## config.mk

```make
export PLATFORM = sky130hd
export DESIGN_NAME = tic_regs
export DESIGN_NICKNAME = d
export VERILOG_FILES = /design/src/hw/tic_pkg.sv /design/src/hw/tic_regs.sv
export SDC_FILE = /design/constraint.sdc
export NUM_CORES = 1
export LEC_CHECK = 0
export ABC_AREA = 1
export BUFFER_PORTS_ARGS = -buffer_cell sky130_fd_sc_hd__clkbuf_2
export CORE_AREA = 2 2 83 85
export CTS_CLUSTER_SIZE = 28
export DETAILED_ROUTE_END_ITERATION = 12
export DIE_AREA = 0 0 85 87
export PLACE_DENSITY = 0.76
export RECOVER_POWER = 100
export REMOVE_ABC_BUFFERS = 1
export SLEW_MARGIN = 20
export SYNTH_ARGS = -nofsm -noshare
export SYNTH_HDL_FRONTEND = slang
export SYNTH_SLANG_ARGS = --single-unit
```

## constraint.sdc

```tcl
create_clock -name CLK_SYS_IN -period 1.2 [get_ports CLK_SYS_IN]
set_input_delay 0.06 -clock CLK_SYS_IN [delete_from_list [all_inputs] [get_ports CLK_SYS_IN]]
set_output_delay 0.06 -clock CLK_SYS_IN [all_outputs]
set_load 0.02 [all_outputs]
```

## src/hw/tic_pkg.sv

```systemverilog
// package: register map, fields and reset values of the timer and interrupt control bank
package tic_pkg;
  localparam logic [7:0] TIC_ADDR_MODE    = 8'hf1;
  localparam logic [7:0] TIC_ADDR_COUNT   = 8'hf2;
  localparam logic [7:0] TIC_ADDR_PEND    = 8'hfa;
  localparam logic [7:0] TIC_ADDR_MASK    = 8'hfb;
  localparam logic [7:0] TIC_ADDR_POINTER = 8'hfd;
  localparam logic [7:0] TIC_ADDR_SPARE   = 8'hfe;
  localparam int TIC_MODE_SEL_LO  = 4;
  localparam int TIC_MODE_ENABLE  = 3;
  localparam int TIC_MODE_LOAD    = 2;
  localparam int TIC_PEND_COUNTER = 5;
  localparam int TIC_PEND_SOFT    = 4;
  localparam int TIC_PEND_SRC3    = 3;
  localparam int TIC_PEND_SRC2    = 2;
  localparam int TIC_PEND_SRC1    = 1;
  localparam int TIC_PEND_SRC0    = 0;
  localparam logic [7:0] TIC_MODE_WMASK    = 8'h3c;
  localparam logic [7:0] TIC_PEND_WMASK    = 8'h3f;
  localparam logic [7:0] TIC_POINTER_WMASK = 8'hf0;
  localparam logic [7:0] TIC_RST_MODE    = 8'h00;
  localparam logic [7:0] TIC_RST_PEND    = 8'h00;
  localparam logic [7:0] TIC_RST_MASK    = 8'h00;
  localparam logic [7:0] TIC_RST_POINTER = 8'h00;
  localparam logic [7:0] TIC_RST_SPARE   = 8'h00;
  localparam logic [7:0] TIC_RST_COUNT   = 8'h00;
  typedef enum logic [1:0] {
    TIC_IN_CLOCK   = 2'b00,
    TIC_IN_GATE    = 2'b01,
    TIC_IN_TRIG    = 2'b10,
    TIC_IN_RETRIG  = 2'b11
  } tic_inmode_e;
endpackage

```

## src/hw/tic_regs.sv

```systemverilog
// module: timer mode, counter, pending flags, pointer and spare register bank
//
// The plain strobed port was chosen for this implementation.
`timescale 1ns/10ps
module tic_regs (
  // clock and reset
  input  wire logic       CLK_SYS_IN,
  input  wire logic       RSTN_IN,
  // register port
  input  wire logic [7:0] ADDR_IN,
  input  wire logic [7:0] WDATA_IN,
  input  wire logic       WR_IN,
  input  wire logic       RD_IN,
  output logic      [7:0] RDATA_OUT,
  // input lines, asynchronous
  input  wire logic       INPUT_LINE_FIRST_IN,
  input  wire logic       INPUT_LINE_SECOND_IN,
  input  wire logic       INPUT_LINE_THIRD_IN,
  input  wire logic       EXTERNAL_COUNT_INPUT_IN,
  // outputs to core
  output logic      [3:0] WORKING_GROUP_POINTER_OUT,
  output logic            IRQ_OUT
);
  import tic_pkg::*;

  logic [3:0] sync1_reg;
  logic [3:0] sync2_reg;
  logic [3:0] prev_reg;
  logic [7:0] mode_reg;
  logic [7:0] count_reg;
  logic [7:0] init_reg;
  logic [5:0] pend_reg;
  logic [5:0] pend_next;
  logic [5:0] mask_reg;
  logic [3:0] pointer_reg;
  logic [7:0] spare_reg;
  logic       running_reg;
  logic [7:0] rdata_next;

  // synchronise pins; index 0 first, 1 second, 2 third, 3 timer input
  always_ff @(posedge CLK_SYS_IN) begin
    if (!RSTN_IN) begin
      sync1_reg <= 4'h0;
      sync2_reg <= 4'h0;
      prev_reg  <= 4'h0;
    end else begin
      sync1_reg <= {EXTERNAL_COUNT_INPUT_IN, INPUT_LINE_THIRD_IN,
                    INPUT_LINE_SECOND_IN, INPUT_LINE_FIRST_IN};
      sync2_reg <= sync1_reg;
      prev_reg  <= sync2_reg;
    end
  end

  wire [3:0] rise = sync2_reg & ~prev_reg;
  wire [3:0] fall = ~sync2_reg & prev_reg;

  wire wr_mode    = WR_IN && (ADDR_IN == TIC_ADDR_MODE);
  wire wr_count   = WR_IN && (ADDR_IN == TIC_ADDR_COUNT);
  wire wr_pend    = WR_IN && (ADDR_IN == TIC_ADDR_PEND);
  wire wr_mask    = WR_IN && (ADDR_IN == TIC_ADDR_MASK);
  wire wr_pointer = WR_IN && (ADDR_IN == TIC_ADDR_POINTER);
  wire wr_spare   = WR_IN && (ADDR_IN == TIC_ADDR_SPARE);
  wire rd_pend    = RD_IN && (ADDR_IN == TIC_ADDR_PEND);
  // interrupt level sees a mask written in the same cycle as the flag
  wire [5:0] mask_next = wr_mask ? WDATA_IN[5:0] : mask_reg;

  wire [1:0] in_mode  = mode_reg[TIC_MODE_SEL_LO +: 2];
  wire       enabled  = mode_reg[TIC_MODE_ENABLE];
  wire       load_cmd = wr_mode && WDATA_IN[TIC_MODE_LOAD];
  wire       trig_edge = rise[3];
  wire       trig_mode = (in_mode == TIC_IN_TRIG) || (in_mode == TIC_IN_RETRIG);
  wire       retrig   = (in_mode == TIC_IN_RETRIG) && trig_edge;
  wire       tick     = (in_mode == TIC_IN_CLOCK) ? fall[3] :
                        (in_mode == TIC_IN_GATE)  ? sync2_reg[3] :
                        running_reg;
  wire       count_ev = enabled && tick && !load_cmd && !retrig;
  // 00h is 256: reaching 01h is the last count
  wire       at_end   = count_ev && (count_reg == 8'h01);

  // trigger modes: a one-shot that stops at end; retrigger restarts
  always_ff @(posedge CLK_SYS_IN) begin
    if (!RSTN_IN) begin
      running_reg <= 1'b0;
    end else if (!enabled || !trig_mode) begin
      running_reg <= 1'b0;
    end else if (trig_edge) begin
      running_reg <= 1'b1;
    end else if (at_end) begin
      running_reg <= 1'b0;
    end
  end

  // counter has no documented reset value; zero chosen for clean simulation
  always_ff @(posedge CLK_SYS_IN) begin
    if (!RSTN_IN) begin
      count_reg <= TIC_RST_COUNT;
      init_reg  <= TIC_RST_COUNT;
    end else begin
      if (wr_count) begin
        init_reg <= WDATA_IN;
      end
      if (load_cmd || retrig || at_end) begin
        count_reg <= init_reg;
      end else if (count_ev) begin
        count_reg <= count_reg - 8'h01;
      end
    end
  end

  // set wins over software clear and over read-clear
  always_comb begin
    pend_next = pend_reg;
    if (rd_pend) begin
      pend_next = 6'h00;
    end
    if (wr_pend) begin
      pend_next = WDATA_IN[5:0] & TIC_PEND_WMASK[5:0];
    end
    pend_next[TIC_PEND_COUNTER] = pend_next[TIC_PEND_COUNTER] | at_end;
    pend_next[TIC_PEND_SRC3] = pend_next[TIC_PEND_SRC3] | rise[1];
    pend_next[TIC_PEND_SRC2] = pend_next[TIC_PEND_SRC2] | fall[0];
    pend_next[TIC_PEND_SRC1] = pend_next[TIC_PEND_SRC1] | fall[2];
    pend_next[TIC_PEND_SRC0] = pend_next[TIC_PEND_SRC0] | fall[1];
  end

  always_ff @(posedge CLK_SYS_IN) begin
    if (!RSTN_IN) begin
      mode_reg    <= TIC_RST_MODE;
      pend_reg    <= TIC_RST_PEND[5:0];
      mask_reg    <= TIC_RST_MASK[5:0];
      pointer_reg <= TIC_RST_POINTER[7:4];
      spare_reg   <= TIC_RST_SPARE;
    end else begin
      pend_reg <= pend_next;
      // load bit is a command, not stored; reserved bits held zero
      if (wr_mode) begin
        mode_reg <= WDATA_IN & TIC_MODE_WMASK & ~(8'h01 << TIC_MODE_LOAD);
      end
      if (wr_mask) begin
        mask_reg <= WDATA_IN[5:0];
      end
      if (wr_pointer) begin
        pointer_reg <= WDATA_IN[7:4];
      end
      if (wr_spare) begin
        spare_reg <= WDATA_IN;
      end
    end
  end

  always_comb begin
    unique case (ADDR_IN)
      TIC_ADDR_MODE:    rdata_next = mode_reg;
      TIC_ADDR_COUNT:   rdata_next = count_reg;
      TIC_ADDR_PEND:    rdata_next = {2'b00, pend_reg};
      TIC_ADDR_MASK:    rdata_next = {2'b00, mask_reg};
      TIC_ADDR_POINTER: rdata_next = {pointer_reg, 4'h0};
      TIC_ADDR_SPARE:   rdata_next = spare_reg;
      default:          rdata_next = 8'h00;
    endcase
  end

  always_ff @(posedge CLK_SYS_IN) begin
    if (!RSTN_IN) begin
      RDATA_OUT                 <= 8'h00;
      IRQ_OUT                   <= 1'b0;
      WORKING_GROUP_POINTER_OUT <= 4'h0;
    end else begin
      RDATA_OUT                 <= RD_IN ? rdata_next : 8'h00;
      IRQ_OUT                   <= |(pend_next & mask_next);
      WORKING_GROUP_POINTER_OUT <= wr_pointer ? WDATA_IN[7:4] : pointer_reg;
    end
  end

  a_mode_reset: assert property (@(posedge CLK_SYS_IN)
    $rose(RSTN_IN) |-> mode_reg == 8'h00)
    else $error("mode register not zero after reset");
  a_mode_reserved: assert property (@(posedge CLK_SYS_IN) disable iff (!RSTN_IN)
    (mode_reg & 8'hc7) == 8'h00)
    else $error("reserved or load mode bits stored");
  a_halt_hold: assert property (@(posedge CLK_SYS_IN) disable iff (!RSTN_IN)
    !enabled && !load_cmd && !retrig |=> $stable(count_reg))
    else $error("counter moved while halted");
  a_load_value: assert property (@(posedge CLK_SYS_IN) disable iff (!RSTN_IN)
    load_cmd && !wr_count |=> count_reg == $past(init_reg))
    else $error("load did not copy initial value");
  a_count_read: assert property (@(posedge CLK_SYS_IN) disable iff (!RSTN_IN)
    RD_IN && ADDR_IN == TIC_ADDR_COUNT |=> RDATA_OUT == $past(count_reg))
    else $error("counter read wrong");
  a_end_flag: assert property (@(posedge CLK_SYS_IN) disable iff (!RSTN_IN)
    at_end |=> pend_reg[TIC_PEND_COUNTER] && count_reg == $past(init_reg))
    else $error("end count did not flag and reload");
  a_src3_rise: assert property (@(posedge CLK_SYS_IN) disable iff (!RSTN_IN)
    rise[1] |=> pend_reg[TIC_PEND_SRC3])
    else $error("rising edge flag missed");
  a_gate_stop: assert property (@(posedge CLK_SYS_IN) disable iff (!RSTN_IN)
    in_mode == TIC_IN_GATE && !sync2_reg[3] && !load_cmd |=> $stable(count_reg))
    else $error("counted with gate low");
  a_spare_reset: assert property (@(posedge CLK_SYS_IN)
    $rose(RSTN_IN) |-> spare_reg == 8'h00 && pointer_reg == 4'h0)
    else $error("spare or pointer not cleared");
  a_soft_only: assert property (@(posedge CLK_SYS_IN) disable iff (!RSTN_IN)
    !wr_pend && !pend_reg[TIC_PEND_SOFT] |=> !pend_reg[TIC_PEND_SOFT])
    else $error("soft flag set without write");
  a_irq_level: assert property (@(posedge CLK_SYS_IN) disable iff (!RSTN_IN)
    ##1 IRQ_OUT == |(pend_reg & mask_reg))
    else $error("interrupt output mismatch");

  // mode register: write, hold and read back
  a_mode_write: assert property (@(posedge CLK_SYS_IN) disable iff (!RSTN_IN)
    wr_mode |=> mode_reg == ($past(WDATA_IN) & 8'h38))
    else $error("mode write not stored");

  a_mode_keep: assert property (@(posedge CLK_SYS_IN) disable iff (!RSTN_IN)
    !wr_mode |=> $stable(mode_reg))
    else $error("mode register changed without write");

  a_mode_read: assert property (@(posedge CLK_SYS_IN) disable iff (!RSTN_IN)
    RD_IN && ADDR_IN == TIC_ADDR_MODE |=> RDATA_OUT == $past(mode_reg))
    else $error("mode read wrong");

  // input modes: which event moves the counter
  a_clock_tick: assert property (@(posedge CLK_SYS_IN) disable iff (!RSTN_IN)
    enabled && in_mode == TIC_IN_CLOCK && !fall[3] && !load_cmd |=> $stable(count_reg))
    else $error("clock mode counted without falling edge");

  a_clock_step: assert property (@(posedge CLK_SYS_IN) disable iff (!RSTN_IN)
    enabled && in_mode == TIC_IN_CLOCK && fall[3] && !load_cmd && count_reg != 8'h01
    |=> count_reg == $past(count_reg) - 8'h01)
    else $error("clock mode missed a falling edge");

  a_gate_step: assert property (@(posedge CLK_SYS_IN) disable iff (!RSTN_IN)
    enabled && in_mode == TIC_IN_GATE && sync2_reg[3] && !load_cmd && count_reg != 8'h01
    |=> count_reg == $past(count_reg) - 8'h01)
    else $error("gate mode did not count");

  a_trig_start: assert property (@(posedge CLK_SYS_IN) disable iff (!RSTN_IN)
    enabled && in_mode == TIC_IN_TRIG && trig_edge |=> running_reg)
    else $error("trigger edge did not start count");

  a_trig_idle: assert property (@(posedge CLK_SYS_IN) disable iff (!RSTN_IN)
    in_mode == TIC_IN_TRIG && !running_reg && !load_cmd |=> $stable(count_reg))
    else $error("trigger mode counted while idle");

  a_retrig_load: assert property (@(posedge CLK_SYS_IN) disable iff (!RSTN_IN)
    retrig |=> count_reg == $past(init_reg))
    else $error("retrigger did not restart count");

  a_oneshot_stop: assert property (@(posedge CLK_SYS_IN) disable iff (!RSTN_IN)
    at_end && in_mode == TIC_IN_TRIG && !trig_edge |=> !running_reg)
    else $error("one-shot kept running");

  a_run_off: assert property (@(posedge CLK_SYS_IN) disable iff (!RSTN_IN)
    !enabled |=> !running_reg)
    else $error("run flag set while halted");

  // enable and load command
  a_count_enable: assert property (@(posedge CLK_SYS_IN) disable iff (!RSTN_IN)
    enabled && tick && !load_cmd && !retrig && count_reg != 8'h01
    |=> count_reg == $past(count_reg) - 8'h01)
    else $error("enabled counter missed an event");

  a_load_zero: assert property (@(posedge CLK_SYS_IN) disable iff (!RSTN_IN)
    wr_mode |=> !mode_reg[TIC_MODE_LOAD])
    else $error("load command stored");

  a_noload_keep: assert property (@(posedge CLK_SYS_IN) disable iff (!RSTN_IN)
    wr_mode && !WDATA_IN[TIC_MODE_LOAD] && !count_ev && !retrig |=> $stable(count_reg))
    else $error("zero load bit changed counter");

  // counter register: write sets the initial value only
  a_count_write: assert property (@(posedge CLK_SYS_IN) disable iff (!RSTN_IN)
    wr_count && !count_ev && !retrig |=> $stable(count_reg))
    else $error("counter write changed current count");

  a_init_write: assert property (@(posedge CLK_SYS_IN) disable iff (!RSTN_IN)
    wr_count |=> init_reg == $past(WDATA_IN))
    else $error("initial value not stored");

  a_init_keep: assert property (@(posedge CLK_SYS_IN) disable iff (!RSTN_IN)
    !wr_count |=> $stable(init_reg))
    else $error("initial value changed without write");

  a_full_count: assert property (@(posedge CLK_SYS_IN) disable iff (!RSTN_IN)
    count_ev && count_reg == 8'h00 |=> count_reg == 8'hff)
    else $error("zero did not count as 256");

  // pending flags: read clears, write replaces
  a_pend_read: assert property (@(posedge CLK_SYS_IN) disable iff (!RSTN_IN)
    RD_IN && ADDR_IN == TIC_ADDR_PEND |=> RDATA_OUT == {2'b00, $past(pend_reg)})
    else $error("pending read wrong");

  a_pend_clear: assert property (@(posedge CLK_SYS_IN) disable iff (!RSTN_IN)
    rd_pend && !wr_pend && !at_end && !rise[1] && fall[2:0] == 3'b000
    |=> pend_reg == 6'h00)
    else $error("pending read did not clear");

  a_pend_write: assert property (@(posedge CLK_SYS_IN) disable iff (!RSTN_IN)
    wr_pend && !at_end && !rise[1] && fall[2:0] == 3'b000
    |=> {2'b00, pend_reg} == ($past(WDATA_IN) & 8'h3f))
    else $error("pending write not stored");

  a_counter_quiet: assert property (@(posedge CLK_SYS_IN) disable iff (!RSTN_IN)
    !at_end && !wr_pend && !pend_reg[TIC_PEND_COUNTER] |=> !pend_reg[TIC_PEND_COUNTER])
    else $error("counter flag set without end");

  a_soft_write: assert property (@(posedge CLK_SYS_IN) disable iff (!RSTN_IN)
    wr_pend && WDATA_IN[TIC_PEND_SOFT] |=> pend_reg[TIC_PEND_SOFT])
    else $error("soft flag write lost");

  a_src3_quiet: assert property (@(posedge CLK_SYS_IN) disable iff (!RSTN_IN)
    !rise[1] && !wr_pend && !pend_reg[TIC_PEND_SRC3] |=> !pend_reg[TIC_PEND_SRC3])
    else $error("rising flag set without edge");

  // input line flags
  a_src2_fall: assert property (@(posedge CLK_SYS_IN) disable iff (!RSTN_IN)
    fall[0] |=> pend_reg[TIC_PEND_SRC2])
    else $error("first line flag missed");

  a_src2_quiet: assert property (@(posedge CLK_SYS_IN) disable iff (!RSTN_IN)
    !fall[0] && !wr_pend && !pend_reg[TIC_PEND_SRC2] |=> !pend_reg[TIC_PEND_SRC2])
    else $error("first line flag set without edge");

  a_src1_fall: assert property (@(posedge CLK_SYS_IN) disable iff (!RSTN_IN)
    fall[2] |=> pend_reg[TIC_PEND_SRC1])
    else $error("third line flag missed");

  a_src1_quiet: assert property (@(posedge CLK_SYS_IN) disable iff (!RSTN_IN)
    !fall[2] && !wr_pend && !pend_reg[TIC_PEND_SRC1] |=> !pend_reg[TIC_PEND_SRC1])
    else $error("third line flag set without edge");

  a_src0_fall: assert property (@(posedge CLK_SYS_IN) disable iff (!RSTN_IN)
    fall[1] |=> pend_reg[TIC_PEND_SRC0])
    else $error("second line flag missed");

  a_src0_quiet: assert property (@(posedge CLK_SYS_IN) disable iff (!RSTN_IN)
    !fall[1] && !wr_pend && !pend_reg[TIC_PEND_SRC0] |=> !pend_reg[TIC_PEND_SRC0])
    else $error("second line flag set without edge");

  // pointer and spare register
  a_ptr_write: assert property (@(posedge CLK_SYS_IN) disable iff (!RSTN_IN)
    wr_pointer |=> {pointer_reg, 4'h0} == ($past(WDATA_IN) & 8'hf0))
    else $error("pointer write not stored");

  a_ptr_keep: assert property (@(posedge CLK_SYS_IN) disable iff (!RSTN_IN)
    !wr_pointer |=> $stable(pointer_reg))
    else $error("pointer changed without write");

  a_ptr_out: assert property (@(posedge CLK_SYS_IN) disable iff (!RSTN_IN)
    WORKING_GROUP_POINTER_OUT == pointer_reg)
    else $error("pointer output differs from register");

  a_ptr_read: assert property (@(posedge CLK_SYS_IN) disable iff (!RSTN_IN)
    RD_IN && ADDR_IN == TIC_ADDR_POINTER |=> RDATA_OUT == {$past(pointer_reg), 4'h0})
    else $error("pointer read wrong");

  a_spare_write: assert property (@(posedge CLK_SYS_IN) disable iff (!RSTN_IN)
    wr_spare |=> spare_reg == $past(WDATA_IN))
    else $error("spare write not stored");

  a_spare_keep: assert property (@(posedge CLK_SYS_IN) disable iff (!RSTN_IN)
    !wr_spare |=> $stable(spare_reg))
    else $error("spare changed without write");

  a_spare_read: assert property (@(posedge CLK_SYS_IN) disable iff (!RSTN_IN)
    RD_IN && ADDR_IN == TIC_ADDR_SPARE |=> RDATA_OUT == $past(spare_reg))
    else $error("spare read wrong");

  // bus side: read data only after a strobe, mask store
  a_idle_read: assert property (@(posedge CLK_SYS_IN) disable iff (!RSTN_IN)
    !RD_IN |=> RDATA_OUT == 8'h00)
    else $error("read data without strobe");

  a_mask_write: assert property (@(posedge CLK_SYS_IN) disable iff (!RSTN_IN)
    wr_mask |=> {2'b00, mask_reg} == ($past(WDATA_IN) & 8'h3f))
    else $error("mask write not stored");

  a_mask_keep: assert property (@(posedge CLK_SYS_IN) disable iff (!RSTN_IN)
    !wr_mask |=> $stable(mask_reg))
    else $error("mask changed without write");
endmodule // tic_regs

```

==> run_results.csv <==
group,metric,value,unit
status,status,"finished, violations left",
status,violations,"setup timing",
sta,finClkSkew,11.16,ps
synth,ys_types,36,
synth,synth.largest_area_cell,"dfxtp_1",
worst_setup_path,cpMaxStageDelayCell,"dfxtp_4",
die,io_pins,37,
worst_setup_path,reg2reg_depth,10,
clock_tree,root_buffer,"clkbuf_8",
placement,io_buffers,36,
sta,final_max_slew_viol_count,0,
routing,drc,0,
clock_tree,clk_latency,350,ps
layout,syn2layout_area_growth,33.81,%
worst_setup_path,reg2reg_to,"count_reg[5]",
die,rows,30,
synth,netlist_instances,422,
sta,max_freq,719.0,MHz
clock_tree,numCtsBuffers,9,
routing,ant_nets,0,
layout,fin_cells,600,
worst_setup_path,worstReg2RegStart,"sync2_reg[3]",
die,die_w,85,um
die,coreArea,6569,sq um
grt,antenna_found_initial,0,
worst_setup_path,critPathLaunchType,"flop",
synth,ys_ff_latch,65,
die,initial_core_util,46.30,%
sta,worst_slack,-190.9,ps
clock_tree,clockBufferDepth,2,
sta,fin_crit_sh,115.9,%
layout,fill_cells,584,
run,maxCapViolations,0,
layout,multi_input_area,1539,sq um
layout,regArea,1319,sq um
pwr,power_density,1051,nW/um^2
clock_tree,htreeDepth,3,
pwr,power_leakage,1.819,nW
grt,track_usage,24.70,%
sta,relSlewSlack,68.29,%
routing,routed_via_density,5.248,
routing,drt_first_pass_iters,5,
grt,grt_pass1_wl,14100,um
sta,setup_viol,12,
die,die_area,7395,sq um
layout,drive_gt1_share,27.88,%
synth,yosysWarnings,0,
placement,dp_cells,574,
grt,overflow,0,
sta,hold_violations,0,
clock_tree,clkTransAtPathRegs,70,ps
worst_setup_path,r2r_slack,-190,ps
synth,avgSynthCellArea,7.208,sq um
worst_setup_path,crit_required,1440,ps
sta,tns,-1713,ps
die,die_h,87,um
worst_setup_path,crit_arrival,1630,ps
routing,num_vias,3149,
routing,drt_iter0_drc,266,
grt,grt_pass1_vias,3059,
min_path,hold_path.class,"primary input to flop",
pwr,p_total,4.278,mW
worst_setup_path,critical_path.cell_chain,"clkinv_4, nand3_4, a21oi_4, nand2_4, nand2_4, nand2_2, o21ai_2, nand2_1, nand3_2, inv_1",
synth,synth_top_cells_by_area,"dfxtp_1 (43%), nand2_1 (13%), inv_1 (6.4%)",
pwr,peakVddDrop,954.3,uV
placement,dp_hpwl,6050,um
worst_setup_path,cp-startpoint,"sync2_reg[3]",
synth,syn_area,3042,sq um
worst_setup_path,critPathMaxFanout,7,
worst_setup_path,endpoint_kind,"flop",
routing,route.detailed.wl_per_inst,14.85,um
grt,grt_max_degree,27,
sta,rsz0062_at_grt,"yes",
sta,max_slew.worst_pin.slew,473.9,ps
placement,place.gp.congestion,0.9253,
synth,synth_top_area_share,42.78,%
clock_tree,cts_sinks,65,
layout,layout.nets,542,
sta,fin_crit,1391,ps
synth,synth_seq_area_share,42.78,%
worst_setup_path,path_class,"flop to flop",
routing,wl,8907,um
worst_setup_path,crit_path_max_incr_delay,360,ps
worst_setup_path,crit_path_frequent_cell,"nand2_4",
layout,finish.utilization,61.96,%
clock_tree,cts_tree,"built",
layout,antenna_cells,0,
worst_setup_path,endpoint,"count_reg[5]",
-- timing repair --
item | 4_1_cts | 5_1_grt
setup endpoints to repair | 11 | 11
cloned | 1 | 0
gates resized for setup | 43 | 12
pin swaps | 19 | 10
endpoints found under the hold margin | 9 | 0
hold buffers | 6 | 0
setup buffers | 3 | 1
-- report_power, final --
part	switching (mW)	internal [mW]	leakage, nW	total, mW
sequential	0.0128	2.17	0.531	2.19
clock	0.830	0.999	0.0981	1.83
combinational	0.156	0.105	1.19	0.261
total	0.999	3.28	1.82	4.28
-- cells in the final DEF (no fill, tap or decap), drive strengths merged --
master | synthesis | final
a21oi | 38 | 38
a221oi | 1 | 1
a31oi | 8 | 8
a41oi | 2 | 2
buf | 8 | 49
bufinv | 0 | 1
clkbuf | 6 | 51
clkinv | 5 | 6
clkinvlp | 0 | 1
dfxtp | 65 | 65
dlygate4sd3 | 0 | 6
ha | 2 | 2
inv | 64 | 66
nand2 | 114 | 115
nand3 | 37 | 37
nand4 | 7 | 7
nor2 | 25 | 25
nor3 | 1 | 1
o211ai | 1 | 1
o21ai | 27 | 27
o21bai | 4 | 4
o22ai | 3 | 3
xnor2 | 1 | 1
xor2 | 3 | 3
-- cell families after synthesis --
group	share of synthesized area, %
compound gates	15.96
xor+xnor	1.152
fa+ha+maj	0.8226
buf+inv	11.48
flops	42.78
simple gates	27.81
-- critical path, delay by kind of cell, from the launching register on --
| family | cells | cell delay [ps] |
|---|---|---|
| AND/OR/NAND/NOR | 6 | 530 |
| flip-flops | 1 | 360 |
| AO/OA/AOI/OAI | 2 | 280 |
| buffers and inverters | 2 | 100 |
-- stage by stage --
stage          worst slack, ps  cell area (sq um)  hold WS, ps
2_1_floorplan           -186.7               2958        153.5
4_1_cts                 -124.1               4080        18.08
5_1_grt                 -253.6               4070        53.50
3_5_place_dp            -240.5               3638        247.5
3_3_place_gp            -171.3               3638        244.0
6_report                -190.9               4070        35.62
-- final cells by class --
cell class | count | area share, %
Tap cell | 80 | 2.459
Inverter | 69 | 6.702
Clock buffer | 10 | 3.381
Sequential cell | 65 | 32.40
Clock inverter | 5 | 1.383
Multi-Input combinational cell | 275 | 37.81
Timing Repair Buffer | 96 | 15.86
-- routing by layer --
layer | track usage, % | routed length (um)
met4 | 9.957 | 280
met5 | 0 | 0
met3 | 6.635 | 533
met1 | 27.22 | 3480
met2 | 44.96 | 4613
-- Yosys cell counts, drive strengths merged --
master	instances
a21oi	38
nand2	114
ha	2
a221oi	1
a31oi	8
a41oi	2
nand4	7
o21ai	27
inv	64
nor2	25
nor3	1
nand3	37
clkbuf	6
clkinv	5
o22ai	3
buf	8
dfxtp	65
xor2	3
xnor2	1
o211ai	1
o21bai	4
-- worst min-delay path by stage --
stage	from	endpoint	depth (start not counted)
global route	WDATA_IN[1]	spare_reg[1]	3
floorplan	RSTN_IN	sync1_reg[0]	2
global placement	INPUT_LINE_THIRD_IN	sync1_reg[2]	3
detailed placement	INPUT_LINE_FIRST_IN	sync1_reg[0]	3
finish	WDATA_IN[0]	spare_reg[0]	3
CTS	WDATA_IN[0]	spare_reg[0]	3
No activity file was read; power rests on OpenSTA's default activity.
